File: config.mk
export PLATFORM = sky130hd
export DESIGN_NAME = emp_top
export DESIGN_NICKNAME = d
export VERILOG_FILES = /design/src/hdl/emp_pkg.sv /design/src/hdl/emp_sync.sv /design/src/hdl/emp_top.sv
export VERILOG_INCLUDE_DIRS = /design/src /design/src/hdl
export SDC_FILE = /design/constraint.sdc
export NUM_CORES = 1
export LEC_CHECK = 0
export BUFFER_PORTS_ARGS = -buffer_cell sky130_fd_sc_hd__buf_2
export CORE_ASPECT_RATIO = 1.4
export CORE_MARGIN = 3
export CORE_UTILIZATION = 45
export DETAILED_ROUTE_END_ITERATION = 8
export GPL_ROUTABILITY_DRIVEN = 0
export GPL_TIMING_DRIVEN = 0
export PLACE_DENSITY = 0.74
export SKIP_LAST_GASP = 1
export SLEW_MARGIN = 20
export SYNTH_ARGS = -nofsm -noshare
export SYNTH_HDL_FRONTEND = slang
export SYNTH_SLANG_ARGS = --single-unit
File: constraint.sdc
create_clock -name clk_i -period 7.8 [get_ports clk_i]
set_clock_uncertainty 0.15 [all_clocks]
set_input_delay 1.95 -clock clk_i [delete_from_list [all_inputs] [get_ports clk_i]]
set_output_delay 1.95 -clock clk_i [all_outputs]
set_load 0.01 [all_outputs]
File: src/hdl/emp_cfg.svh
// Register indices, field positions and reset values of the external memory port.
`ifndef EMP_CFG_SVH
`define EMP_CFG_SVH

// Register indices; the Wishbone byte address is four times the index.
`define EMP_IDX_P4_MODE 8'h9c
`define EMP_IDX_TIMING 8'ha1
`define EMP_IDX_PAGE 8'ha2
`define EMP_IDX_CONFIG 8'ha3
`define EMP_IDX_P4_DATA 8'hc8

// Reset values.
`define EMP_RST_P4_MODE 8'h00
`define EMP_RST_TIMING 8'hff
`define EMP_RST_PAGE 8'h00
`define EMP_RST_CONFIG 8'h00
`define EMP_RST_P4_DATA 8'hff

// Timing register fields.
`define EMP_TC_SETUP_HI 7
`define EMP_TC_SETUP_LO 6
`define EMP_TC_WIDTH_HI 5
`define EMP_TC_WIDTH_LO 2
`define EMP_TC_HOLD_HI 1
`define EMP_TC_HOLD_LO 0

// Configuration register fields.
`define EMP_CF_UPPER_BIT 5
`define EMP_CF_MUX_BIT 4
`define EMP_CF_MODE_HI 1
`define EMP_CF_MODE_LO 0

// Port four pins that carry the strobes on the upper group.
`define EMP_P4_WR_BIT 7
`define EMP_P4_RD_BIT 6
`define EMP_P4_ALE_BIT 5

// Default size of on-chip data memory in split modes.
`define EMP_ONCHIP_BYTES 8192

`endif

File: src/hdl/emp_pkg.sv
// Types shared by the external memory port design.
`default_nettype none
package emp_pkg;

   // Sequencer states, one-hot.
   typedef enum logic [5:0] {
      EMP_IDLE   = 6'b000001,
      EMP_ALE    = 6'b000010,
      EMP_SETUP  = 6'b000100,
      EMP_STROBE = 6'b001000,
      EMP_HOLD   = 6'b010000,
      EMP_DONE   = 6'b100000
   } emp_state_t;

   // Memory modes held in the configuration register.
   typedef enum logic [1:0] {
      EMP_MODE_ONCHIP  = 2'h0,
      EMP_MODE_SPLIT   = 2'h1,
      EMP_MODE_BANKED  = 2'h2,
      EMP_MODE_OFFCHIP = 2'h3
   } emp_mode_t;

endpackage : emp_pkg
`default_nettype wire

File: src/hdl/emp_sync.sv
// Three-stage pin synchroniser that accepts a change once stages two and three agree.
`default_nettype none
module emp_sync #(
   parameter int W = 8
) (
   // Clock and reset.
   input wire logic clk_i,
   input wire logic rst_n_i,
   // Raw pins and filtered result.
   input wire logic [W-1:0] pin_i,
   output logic [W-1:0] level_o
);

   logic [W-1:0] s1; // First stage, read only by the second stage.
   logic [W-1:0] s2; // Second stage.
   logic [W-1:0] s3; // Third stage.

   generate
      if (W < 1)
      begin : g_bad
         $error("emp_sync width must be at least one");
      end
   endgenerate

   // Shift the pins through three flops; the first stage may be metastable.
   always_ff @(posedge clk_i or negedge rst_n_i)
   begin
      if (!rst_n_i)
      begin
         s1 <= '0;
         s2 <= '0;
         s3 <= '0;
      end
      else
      begin
         s1 <= pin_i;
         s2 <= s1;
         s3 <= s2;
      end
   end

   // Each bit takes a new level only when two settled stages agree.
   genvar b;
   generate
      for (b = 0; b < W; b = b + 1)
      begin : g_bit
         always_ff @(posedge clk_i or negedge rst_n_i)
         begin
            if (!rst_n_i)
               level_o[b] <= 1'b0;
            else if (s2[b] == s3[b])
               level_o[b] <= s3[b];
         end
      end
   endgenerate

endmodule // emp_sync
`default_nettype wire

File: src/hdl/emp_top.sv
// External data memory port: register file, access sequencer and pin steering.
//
// Decided for this implementation: the Wishbone interface to the registers.
`include "emp_cfg.svh"
`default_nettype none
// Operation
// - Steer interface to lower or upper port group.
// - Claim pins only during off-chip moves.
// - Disable drivers of pins acting as inputs.
// - Output mode stays under mode registers.
// - Page byte is high address for short moves.
// - Setup field gives zero to three cycles.
// - Strobe low lasts width field plus one.
// - Hold field gives zero to three cycles.
// - Port four writes drive pins low/high.
// - Port four reads return actual pin levels.
// - Upper group uses port four top strobes.
// - Port four mode bit: open-drain or push-pull.
// - Four memory modes chosen by software.
// - Group, multiplex and mode in config register.
module emp_top #(
   parameter int ONCHIP_BYTES = `EMP_ONCHIP_BYTES
) (
   // Clock and reset.
   input wire logic clk_i,
   input wire logic rst_n_i,
   // Wishbone classic slave.
   input wire logic wb_cyc_i,
   input wire logic wb_stb_i,
   input wire logic wb_we_i,
   input wire logic [9:0] wb_adr_i,
   input wire logic [3:0] wb_sel_i,
   input wire logic [31:0] wb_dat_i,
   output logic [31:0] wb_dat_o,
   output logic wb_ack_o,
   // Core external data move request.
   input wire logic mv_req_i,
   input wire logic mv_we_i,
   input wire logic mv_short_i,
   input wire logic [15:0] mv_addr_i,
   input wire logic [7:0] mv_wdata_i,
   output logic mv_busy_o,
   output logic mv_done_o,
   output logic [7:0] mv_rdata_o,
   // Lower port group pins.
   output logic lo_claim_o,
   output logic [15:0] lo_addr_o,
   output logic lo_addr_hi_oe_o,
   output logic lo_addr_lo_oe_o,
   output logic [7:0] lo_data_o,
   output logic lo_data_oe_o,
   input wire logic [7:0] lo_data_i,
   output logic lo_wr_n_o,
   output logic lo_rd_n_o,
   output logic lo_ale_o,
   // Upper port group pins.
   output logic hi_claim_o,
   output logic [15:0] hi_addr_o,
   output logic hi_addr_hi_oe_o,
   output logic hi_addr_lo_oe_o,
   output logic [7:0] hi_data_o,
   output logic hi_data_oe_o,
   input wire logic [7:0] hi_data_i,
   // Port four pins.
   output logic [7:0] port4_o,
   output logic [7:0] port4_oe_o,
   input wire logic [7:0] port4_i
);

   generate
      if (ONCHIP_BYTES < 1 || ONCHIP_BYTES > 65536)
      begin : g_bad
         $error("ONCHIP_BYTES must lie between 1 and 65536");
      end
   endgenerate

   localparam logic [16:0] ONCHIP_TOP = 17'(ONCHIP_BYTES); // First off-chip address.

   logic rst_q1; // Reset release, first stage.
   logic rst_n; // Reset used by the design.

   // Release reset through two flops so every flop leaves reset on the same edge.
   always_ff @(posedge clk_i or negedge rst_n_i)
   begin
      if (!rst_n_i)
      begin
         rst_q1 <= 1'b0;
         rst_n <= 1'b0;
      end
      else
      begin
         rst_q1 <= 1'b1;
         rst_n <= rst_q1;
      end
   end

   // Software-visible registers.
   logic [7:0] port4_output_mode; // Per-pin drive mode of port four.
   logic [7:0] external_timing_control; // Setup, width and hold fields.
   logic [7:0] external_page_select; // High address byte for short moves.
   logic [7:0] interface_config_reg; // Group, multiplex and memory mode.
   logic [7:0] port4_data_latch; // Port four output latch.

   // Synchronised pin levels.
   logic [7:0] lo_data_s;
   logic [7:0] hi_data_s;
   logic [7:0] port4_s;

   emp_sync #(.W(8)) u_sync_lo (.clk_i(clk_i), .rst_n_i(rst_n), .pin_i(lo_data_i),
      .level_o(lo_data_s));
   emp_sync #(.W(8)) u_sync_hi (.clk_i(clk_i), .rst_n_i(rst_n), .pin_i(hi_data_i),
      .level_o(hi_data_s));
   emp_sync #(.W(8)) u_sync_p4 (.clk_i(clk_i), .rst_n_i(rst_n), .pin_i(port4_i),
      .level_o(port4_s));

   // Register decode.
   wire [7:0] reg_idx = wb_adr_i[9:2];
   wire bus_req = wb_cyc_i & wb_stb_i & ~wb_ack_o;
   wire bus_wr = bus_req & wb_we_i & wb_sel_i[0];
   wire hit_mode = (reg_idx == `EMP_IDX_P4_MODE);
   wire hit_timing = (reg_idx == `EMP_IDX_TIMING);
   wire hit_page = (reg_idx == `EMP_IDX_PAGE);
   wire hit_config = (reg_idx == `EMP_IDX_CONFIG);
   wire hit_data = (reg_idx == `EMP_IDX_P4_DATA);

   // Read mux; port four reads the pins, not the latch, and unmapped reads give zero.
   wire [7:0] rd_byte =
      hit_mode ? port4_output_mode :
      hit_timing ? external_timing_control :
      hit_page ? external_page_select :
      hit_config ? interface_config_reg :
      hit_data ? port4_s : 8'h00;

   // Register file writes; byte lane zero carries every register.
   always_ff @(posedge clk_i or negedge rst_n)
   begin
      if (!rst_n)
      begin
         port4_output_mode <= `EMP_RST_P4_MODE;
         external_timing_control <= `EMP_RST_TIMING;
         external_page_select <= `EMP_RST_PAGE;
         interface_config_reg <= `EMP_RST_CONFIG;
         port4_data_latch <= `EMP_RST_P4_DATA;
      end
      else if (bus_wr)
      begin
         if (hit_mode)
            port4_output_mode <= wb_dat_i[7:0];
         if (hit_timing)
            external_timing_control <= wb_dat_i[7:0];
         if (hit_page)
            external_page_select <= wb_dat_i[7:0];
         if (hit_config)
            interface_config_reg <= wb_dat_i[7:0];
         if (hit_data)
            port4_data_latch <= wb_dat_i[7:0];
      end
   end

   // Answer every strobe one cycle later, mapped or not, and drop ack after one cycle.
   always_ff @(posedge clk_i or negedge rst_n)
   begin
      if (!rst_n)
      begin
         wb_ack_o <= 1'b0;
         wb_dat_o <= 32'h0000_0000;
      end
      else
      begin
         wb_ack_o <= bus_req;
         if (bus_req)
            wb_dat_o <= {24'h00_0000, rd_byte};
      end
   end

   // Configuration fields.
   wire upper_port_select = interface_config_reg[`EMP_CF_UPPER_BIT];
   wire mux_mode = interface_config_reg[`EMP_CF_MUX_BIT];
   wire [1:0] mode_bits = interface_config_reg[`EMP_CF_MODE_HI:`EMP_CF_MODE_LO];
   wire [1:0] addr_setup_field =
      external_timing_control[`EMP_TC_SETUP_HI:`EMP_TC_SETUP_LO];
   wire [3:0] strobe_width_field =
      external_timing_control[`EMP_TC_WIDTH_HI:`EMP_TC_WIDTH_LO];
   wire [1:0] addr_hold_field =
      external_timing_control[`EMP_TC_HOLD_HI:`EMP_TC_HOLD_LO];

   // Full move address; short moves take the page byte as the high byte.
   wire [15:0] move_addr = mv_short_i ? {external_page_select, mv_addr_i[7:0]} :
      mv_addr_i;
   wire above_onchip = ({1'b0, move_addr} >= ONCHIP_TOP);

   // Off-chip decision per memory mode.
   wire go_offchip =
      (mode_bits == emp_pkg::EMP_MODE_OFFCHIP) ? 1'b1 :
      (mode_bits == emp_pkg::EMP_MODE_ONCHIP) ? 1'b0 : above_onchip;

   // Without bank select a short move leaves the high address pins to the latches.
   wire drive_high = ~(mv_short_i & (mode_bits == emp_pkg::EMP_MODE_SPLIT));

   // Sequencer state and pin-facing registers.
   emp_pkg::emp_state_t state;
   logic [3:0] cnt; // Cycles left in the current phase, minus one.
   logic mv_we; // Direction of the move in progress.
   logic claim; // Interface owns its pins.
   logic [15:0] ext_addr; // Address on the pins.
   logic addr_hi_oe; // High address byte driven.
   logic addr_lo_oe; // Low address byte driven.
   logic [7:0] ext_dout; // Data bus output.
   logic ext_doe; // Data bus driven.
   logic wr_n; // Write strobe, active low.
   logic rd_n; // Read strobe, active low.
   logic ale; // Address latch strobe.
   logic [7:0] ext_din; // Synchronised data of the selected group.

   assign ext_din = upper_port_select ? hi_data_s : lo_data_s;

   // Width field loads the strobe counter.
   wire [3:0] width_cnt = strobe_width_field;

   // The sequencer: ALE, setup, strobe, hold, done; a new move waits in idle.
   always_ff @(posedge clk_i or negedge rst_n)
   begin
      if (!rst_n)
      begin
         state <= emp_pkg::EMP_IDLE;
         cnt <= 4'h0;
         mv_we <= 1'b0;
         claim <= 1'b0;
         ext_addr <= 16'h0000;
         addr_hi_oe <= 1'b0;
         addr_lo_oe <= 1'b0;
         ext_dout <= 8'h00;
         ext_doe <= 1'b0;
         wr_n <= 1'b1;
         rd_n <= 1'b1;
         ale <= 1'b0;
         mv_done_o <= 1'b0;
         mv_rdata_o <= 8'h00;
      end
      else
      begin
         mv_done_o <= 1'b0;
         unique case (state)
            emp_pkg::EMP_IDLE:
            begin
               if (mv_req_i && !go_offchip)
               begin
                  // On-chip moves are served elsewhere; pins stay untouched.
                  state <= emp_pkg::EMP_DONE;
                  mv_done_o <= 1'b1;
               end
               else if (mv_req_i)
               begin
                  claim <= 1'b1;
                  mv_we <= mv_we_i;
                  ext_addr <= move_addr;
                  addr_hi_oe <= drive_high;
                  addr_lo_oe <= ~mux_mode;
                  ext_dout <= mux_mode ? move_addr[7:0] : mv_wdata_i;
                  ext_doe <= mux_mode;
                  if (mux_mode)
                  begin
                     // Low address shares the data bus and is latched by ALE.
                     ale <= 1'b1;
                     state <= emp_pkg::EMP_ALE;
                  end
                  else if (addr_setup_field != 2'h0)
                  begin
                     cnt <= {2'h0, addr_setup_field} - 4'h1;
                     state <= emp_pkg::EMP_SETUP;
                  end
                  else
                  begin
                     cnt <= width_cnt;
                     wr_n <= ~mv_we_i;
                     rd_n <= mv_we_i;
                     ext_dout <= mv_wdata_i;
                     ext_doe <= mv_we_i;
                     state <= emp_pkg::EMP_STROBE;
                  end
               end
            end
            emp_pkg::EMP_ALE:
            begin
               ale <= 1'b0;
               if (addr_setup_field != 2'h0)
               begin
                  cnt <= {2'h0, addr_setup_field} - 4'h1;
                  state <= emp_pkg::EMP_SETUP;
               end
               else
               begin
                  cnt <= width_cnt;
                  wr_n <= ~mv_we;
                  rd_n <= mv_we;
                  ext_dout <= mv_wdata_i;
                  ext_doe <= mv_we;
                  state <= emp_pkg::EMP_STROBE;
               end
            end
            emp_pkg::EMP_SETUP:
            begin
               if (cnt == 4'h0)
               begin
                  cnt <= width_cnt;
                  wr_n <= ~mv_we;
                  rd_n <= mv_we;
                  ext_dout <= mv_wdata_i;
                  ext_doe <= mv_we;
                  state <= emp_pkg::EMP_STROBE;
               end
               else
                  cnt <= cnt - 4'h1;
            end
            emp_pkg::EMP_STROBE:
            begin
               if (cnt == 4'h0)
               begin
                  // Sample read data in the last strobe cycle, before the edge rises.
                  if (!mv_we)
                     mv_rdata_o <= ext_din;
                  wr_n <= 1'b1;
                  rd_n <= 1'b1;
                  ext_doe <= 1'b0;
                  if (addr_hold_field != 2'h0)
                  begin
                     cnt <= {2'h0, addr_hold_field} - 4'h1;
                     state <= emp_pkg::EMP_HOLD;
                  end
                  else
                  begin
                     claim <= 1'b0;
                     addr_hi_oe <= 1'b0;
                     addr_lo_oe <= 1'b0;
                     mv_done_o <= 1'b1;
                     state <= emp_pkg::EMP_DONE;
                  end
               end
               else
                  cnt <= cnt - 4'h1;
            end
            emp_pkg::EMP_HOLD:
            begin
               if (cnt == 4'h0)
               begin
                  claim <= 1'b0;
                  addr_hi_oe <= 1'b0;
                  addr_lo_oe <= 1'b0;
                  mv_done_o <= 1'b1;
                  state <= emp_pkg::EMP_DONE;
               end
               else
                  cnt <= cnt - 4'h1;
            end
            emp_pkg::EMP_DONE:
            begin
               // One spare cycle lets the core drop its request before idle looks again.
               state <= emp_pkg::EMP_IDLE;
            end
            default:
            begin
               state <= emp_pkg::EMP_IDLE;
            end
         endcase
      end
   end

   // The core stalls from request until the cycle in which done is raised; busy is already low in that cycle.
   assign mv_busy_o = mv_req_i & ~mv_done_o;

   // Steer the pin bundle to the selected group; the other group's enables stay off, though lo_wr_n_o, lo_rd_n_o and lo_ale_o follow every move.
   wire lo_own = claim & ~upper_port_select;
   wire hi_own = claim & upper_port_select;

   assign lo_claim_o = lo_own;
   assign lo_addr_o = ext_addr;
   assign lo_addr_hi_oe_o = lo_own & addr_hi_oe;
   assign lo_addr_lo_oe_o = lo_own & addr_lo_oe;
   assign lo_data_o = ext_dout;
   assign lo_data_oe_o = lo_own & ext_doe;
   assign lo_wr_n_o = wr_n;
   assign lo_rd_n_o = rd_n;
   assign lo_ale_o = ale;

   assign hi_claim_o = hi_own;
   assign hi_addr_o = ext_addr;
   assign hi_addr_hi_oe_o = hi_own & addr_hi_oe;
   assign hi_addr_lo_oe_o = hi_own & addr_lo_oe;
   assign hi_data_o = ext_dout;
   assign hi_data_oe_o = hi_own & ext_doe;

   // Port four: strobes override the top three latch bits only while claimed upper.
   wire [7:0] p4_value = hi_own ? {wr_n, rd_n, ale, port4_data_latch[4:0]} :
      port4_data_latch;

   // Drive mode always follows the mode register, whoever supplies the level.
   genvar p;
   generate
      for (p = 0; p < 8; p = p + 1)
      begin : g_p4
         assign port4_o[p] = p4_value[p];
         assign port4_oe_o[p] = port4_output_mode[p] | ~p4_value[p];
      end
   endgenerate

endmodule // emp_top
`default_nettype wire

==> results.toml <==
[power_and_ir_drop]
p_leak_nw = 4.98
max-vdd-ir-drop_mv = 0.176
power_mw = 2.45
power_density_nw_per_um2 = 241

[outcome]
outcome = "complete, no violations"

[synthesis]
ys_ff_latch = 198
synth.mux.area_fraction_pct = 12.3
ys_async_sr_fraction_pct = 100
synth_cells = 647
synth_xor_area_share_pct = 0.421
yosys-top-cells-area = "dfrtp_1 54%, mux2_2 9.9%, dfstp_2 6.0%, buf_4 5.1%, maj3_1 2.9%"
synth_flop_cell = "dfrtp_1"
synthDominantCellAreaShare_pct = 53.8
synth_edf_count = 0
yosys.cell_types.count = 64
synthAdderAreaFrac_pct = 3.49
synth_compound_area_share_pct = 7.53
synthSimpleGateAreaFrac_pct = 9.74
yosysWarnings = 0
avgSynthCellArea_um2 = 12.9
yosysTopAreaCell = "dfrtp_1"
synth_top_family_by_area = "multiplexers"
ys_seq_area_share_pct = 59.8
syn-cell-area_um2 = 8320

[sta]
tns_ns = 0
fmax_ghz = 0.223
drv_slew = 0
slew_headroom_pct = 42.7
hold_viol_final = 0
rsz0062_at_grt = "false"
fin_crit_sh_pct = 57.4
finalSetupViolations = 0
min_period_ns = 4.48
worstMarginPinSlew_ns = 0.859

[hold_path]
hp-start = "u_sync_lo.s1[5]$_DFF_PN0_"
hold_class = "flop to flop"

[final_layout]
area_growth_pct = 22.6
antennaDiodeCount = 0
drive_gt1_share_pct = 42.5
utilization_pct = 56.5
layout_commonest_cell = "dfrtp_1"
layout.cells.non_filler = 1111
layout_common_cells = "178 x dfrtp_1, 172 x buf_2, 73 x mux2_2"
nNetsFinal = 964
largest_register_ff_count = 16
fillers = 1546

[die]
start_util_pct = 46.1
core_um2 = 18100
die_x_um = 121
dieArea_um2 = 20200
die-height_um = 167
num_rows = 58
ios = 220

[critical_path]
cp_max_fo = 8
end_kind = "output pin"
crit_type = "input pin to output pin"
start_kind = "input pin"
worstReg2RegStart = "cnt[0]$_DFFE_PN0P_"
cp.arrival_ns = 2.38
critPathLaunch = "mv_req_i"
required_ns = 5.70

[clocking]
clkTransAtPathRegs_ns = 0.07
clockRootBuffer = "clkbuf_16"
cts_buffer_depth = 2
post_cts_resized = 0
post_cts_buffers = 0
clk_latency_ns = 0.42
hold_buffers = 0
htreeDepth = 4
cts_made_buffers = 17
cts_tree = "built"
cts_num_sinks = 198

[route]
drc = 0
drt-vias-per-instance = 5.00
wire_per_inst_um = 16.1
finalWirelength_mm = 17.9
firstDrtPassIters = 5
drtAntennaViolNets = 0
vias = 5557
drtIter0Drc = 298

[global_route]
grt_pass1_vias = 5651
grt_max_degree = 61
grt_overflow = 0
grt_usage_pct = 18.4
grt_pass1_wl_mm = 29.3
antenna_found_initial = 0

[placement]
placed_cells = 1079
io_buffer_count = 166
place_hpwl_mm = 13.2

[run]
cap_violations = 0
## synth_stat cells, drive strengths merged, types with 5 or more instances
cell type / instances
nand2: 36
nand3: 5
and2: 7
inv: 8
a21oi: 21
nor2: 27
nor4: 5
a22oi: 8
nor3: 7
buf: 64
o21ai: 28
o22ai: 7
nand2b: 14
mux2: 73
a221oi: 5
clkbuf: 13
maj3: 24
nor2b: 9
dfrtp: 179
and3: 9
mux2i: 20
dfstp: 19
## critical path: stages
cell,delay [ns]
buf_2,0.16
nor2b_1,0.14
buf_2,0.13
## cells by family after synthesis
group           Yosys count
simple gates            142
compound gates           95
other cells               2
fa+ha+maj                28
xor+xnor                  4
flops                   198
buf+inv                  85
mux                      93
## where the power goes
part           total (mW)  internal (mW)  switching (mW)
clock               0.859          0.461           0.398
combinational       0.417          0.208           0.209
sequential           1.18           1.11          0.0651
## metrics by stage
step / cell area, um^2 / worst slack (ns) / hold WS, ns
CTS: 10200 / 3.32 / 0.202
finish: 10200 / 3.32 / 0.199
global route: 10200 / 3.27 / 0.209
floorplan: 8410 / 1.76 / 0.181
detailed placement: 9620 / 3.32 / 0.185
global placement: 9540 / -0.316 / 0.181
## cell type report
type                       instances  area, um^2  share of cell area, %
multi-input combinational        387        2880                   28.2
tap                              240         300                   2.94
timing repair buffer             169         906                   8.88
inverter                           8        30.0                  0.294
buffer                            77         522                   5.11
clock inverter                    13         140                   1.37
clock buffer                      19         443                   4.34
sequential                       198        4980                   48.8
## metal layers
layer	vias to the layer above	track usage [%]	share of wire (%)	routed length, um
met5	-	0	0	0
met1	2712	23.9	42	7490
met2	193	30.6	51	9170
li1	2632	-	-	-
met4	0	6.31	1.5	273
met3	20	3.67	5.3	939
## worst paths after layout
kind	end	slack, ns	depth (start not counted)
setup / recovery	mv_busy_o	3.32	3
hold / removal	u_sync_lo.s2[5]$_DFF_PN0_	0.20	0
setup reg to reg	mv_rdata_o[0]$_DFFE_PN0P_	5.15	9
hold reg to reg	u_sync_lo.s2[5]$_DFF_PN0_	0.20	0
max in group asynchronous	rst_n$_DFF_PN0_	6.25	1
min in group asynchronous	u_sync_hi.s1[1]$_DFF_PN0_	0.21	0
Power figures use the tool's default switching activity.
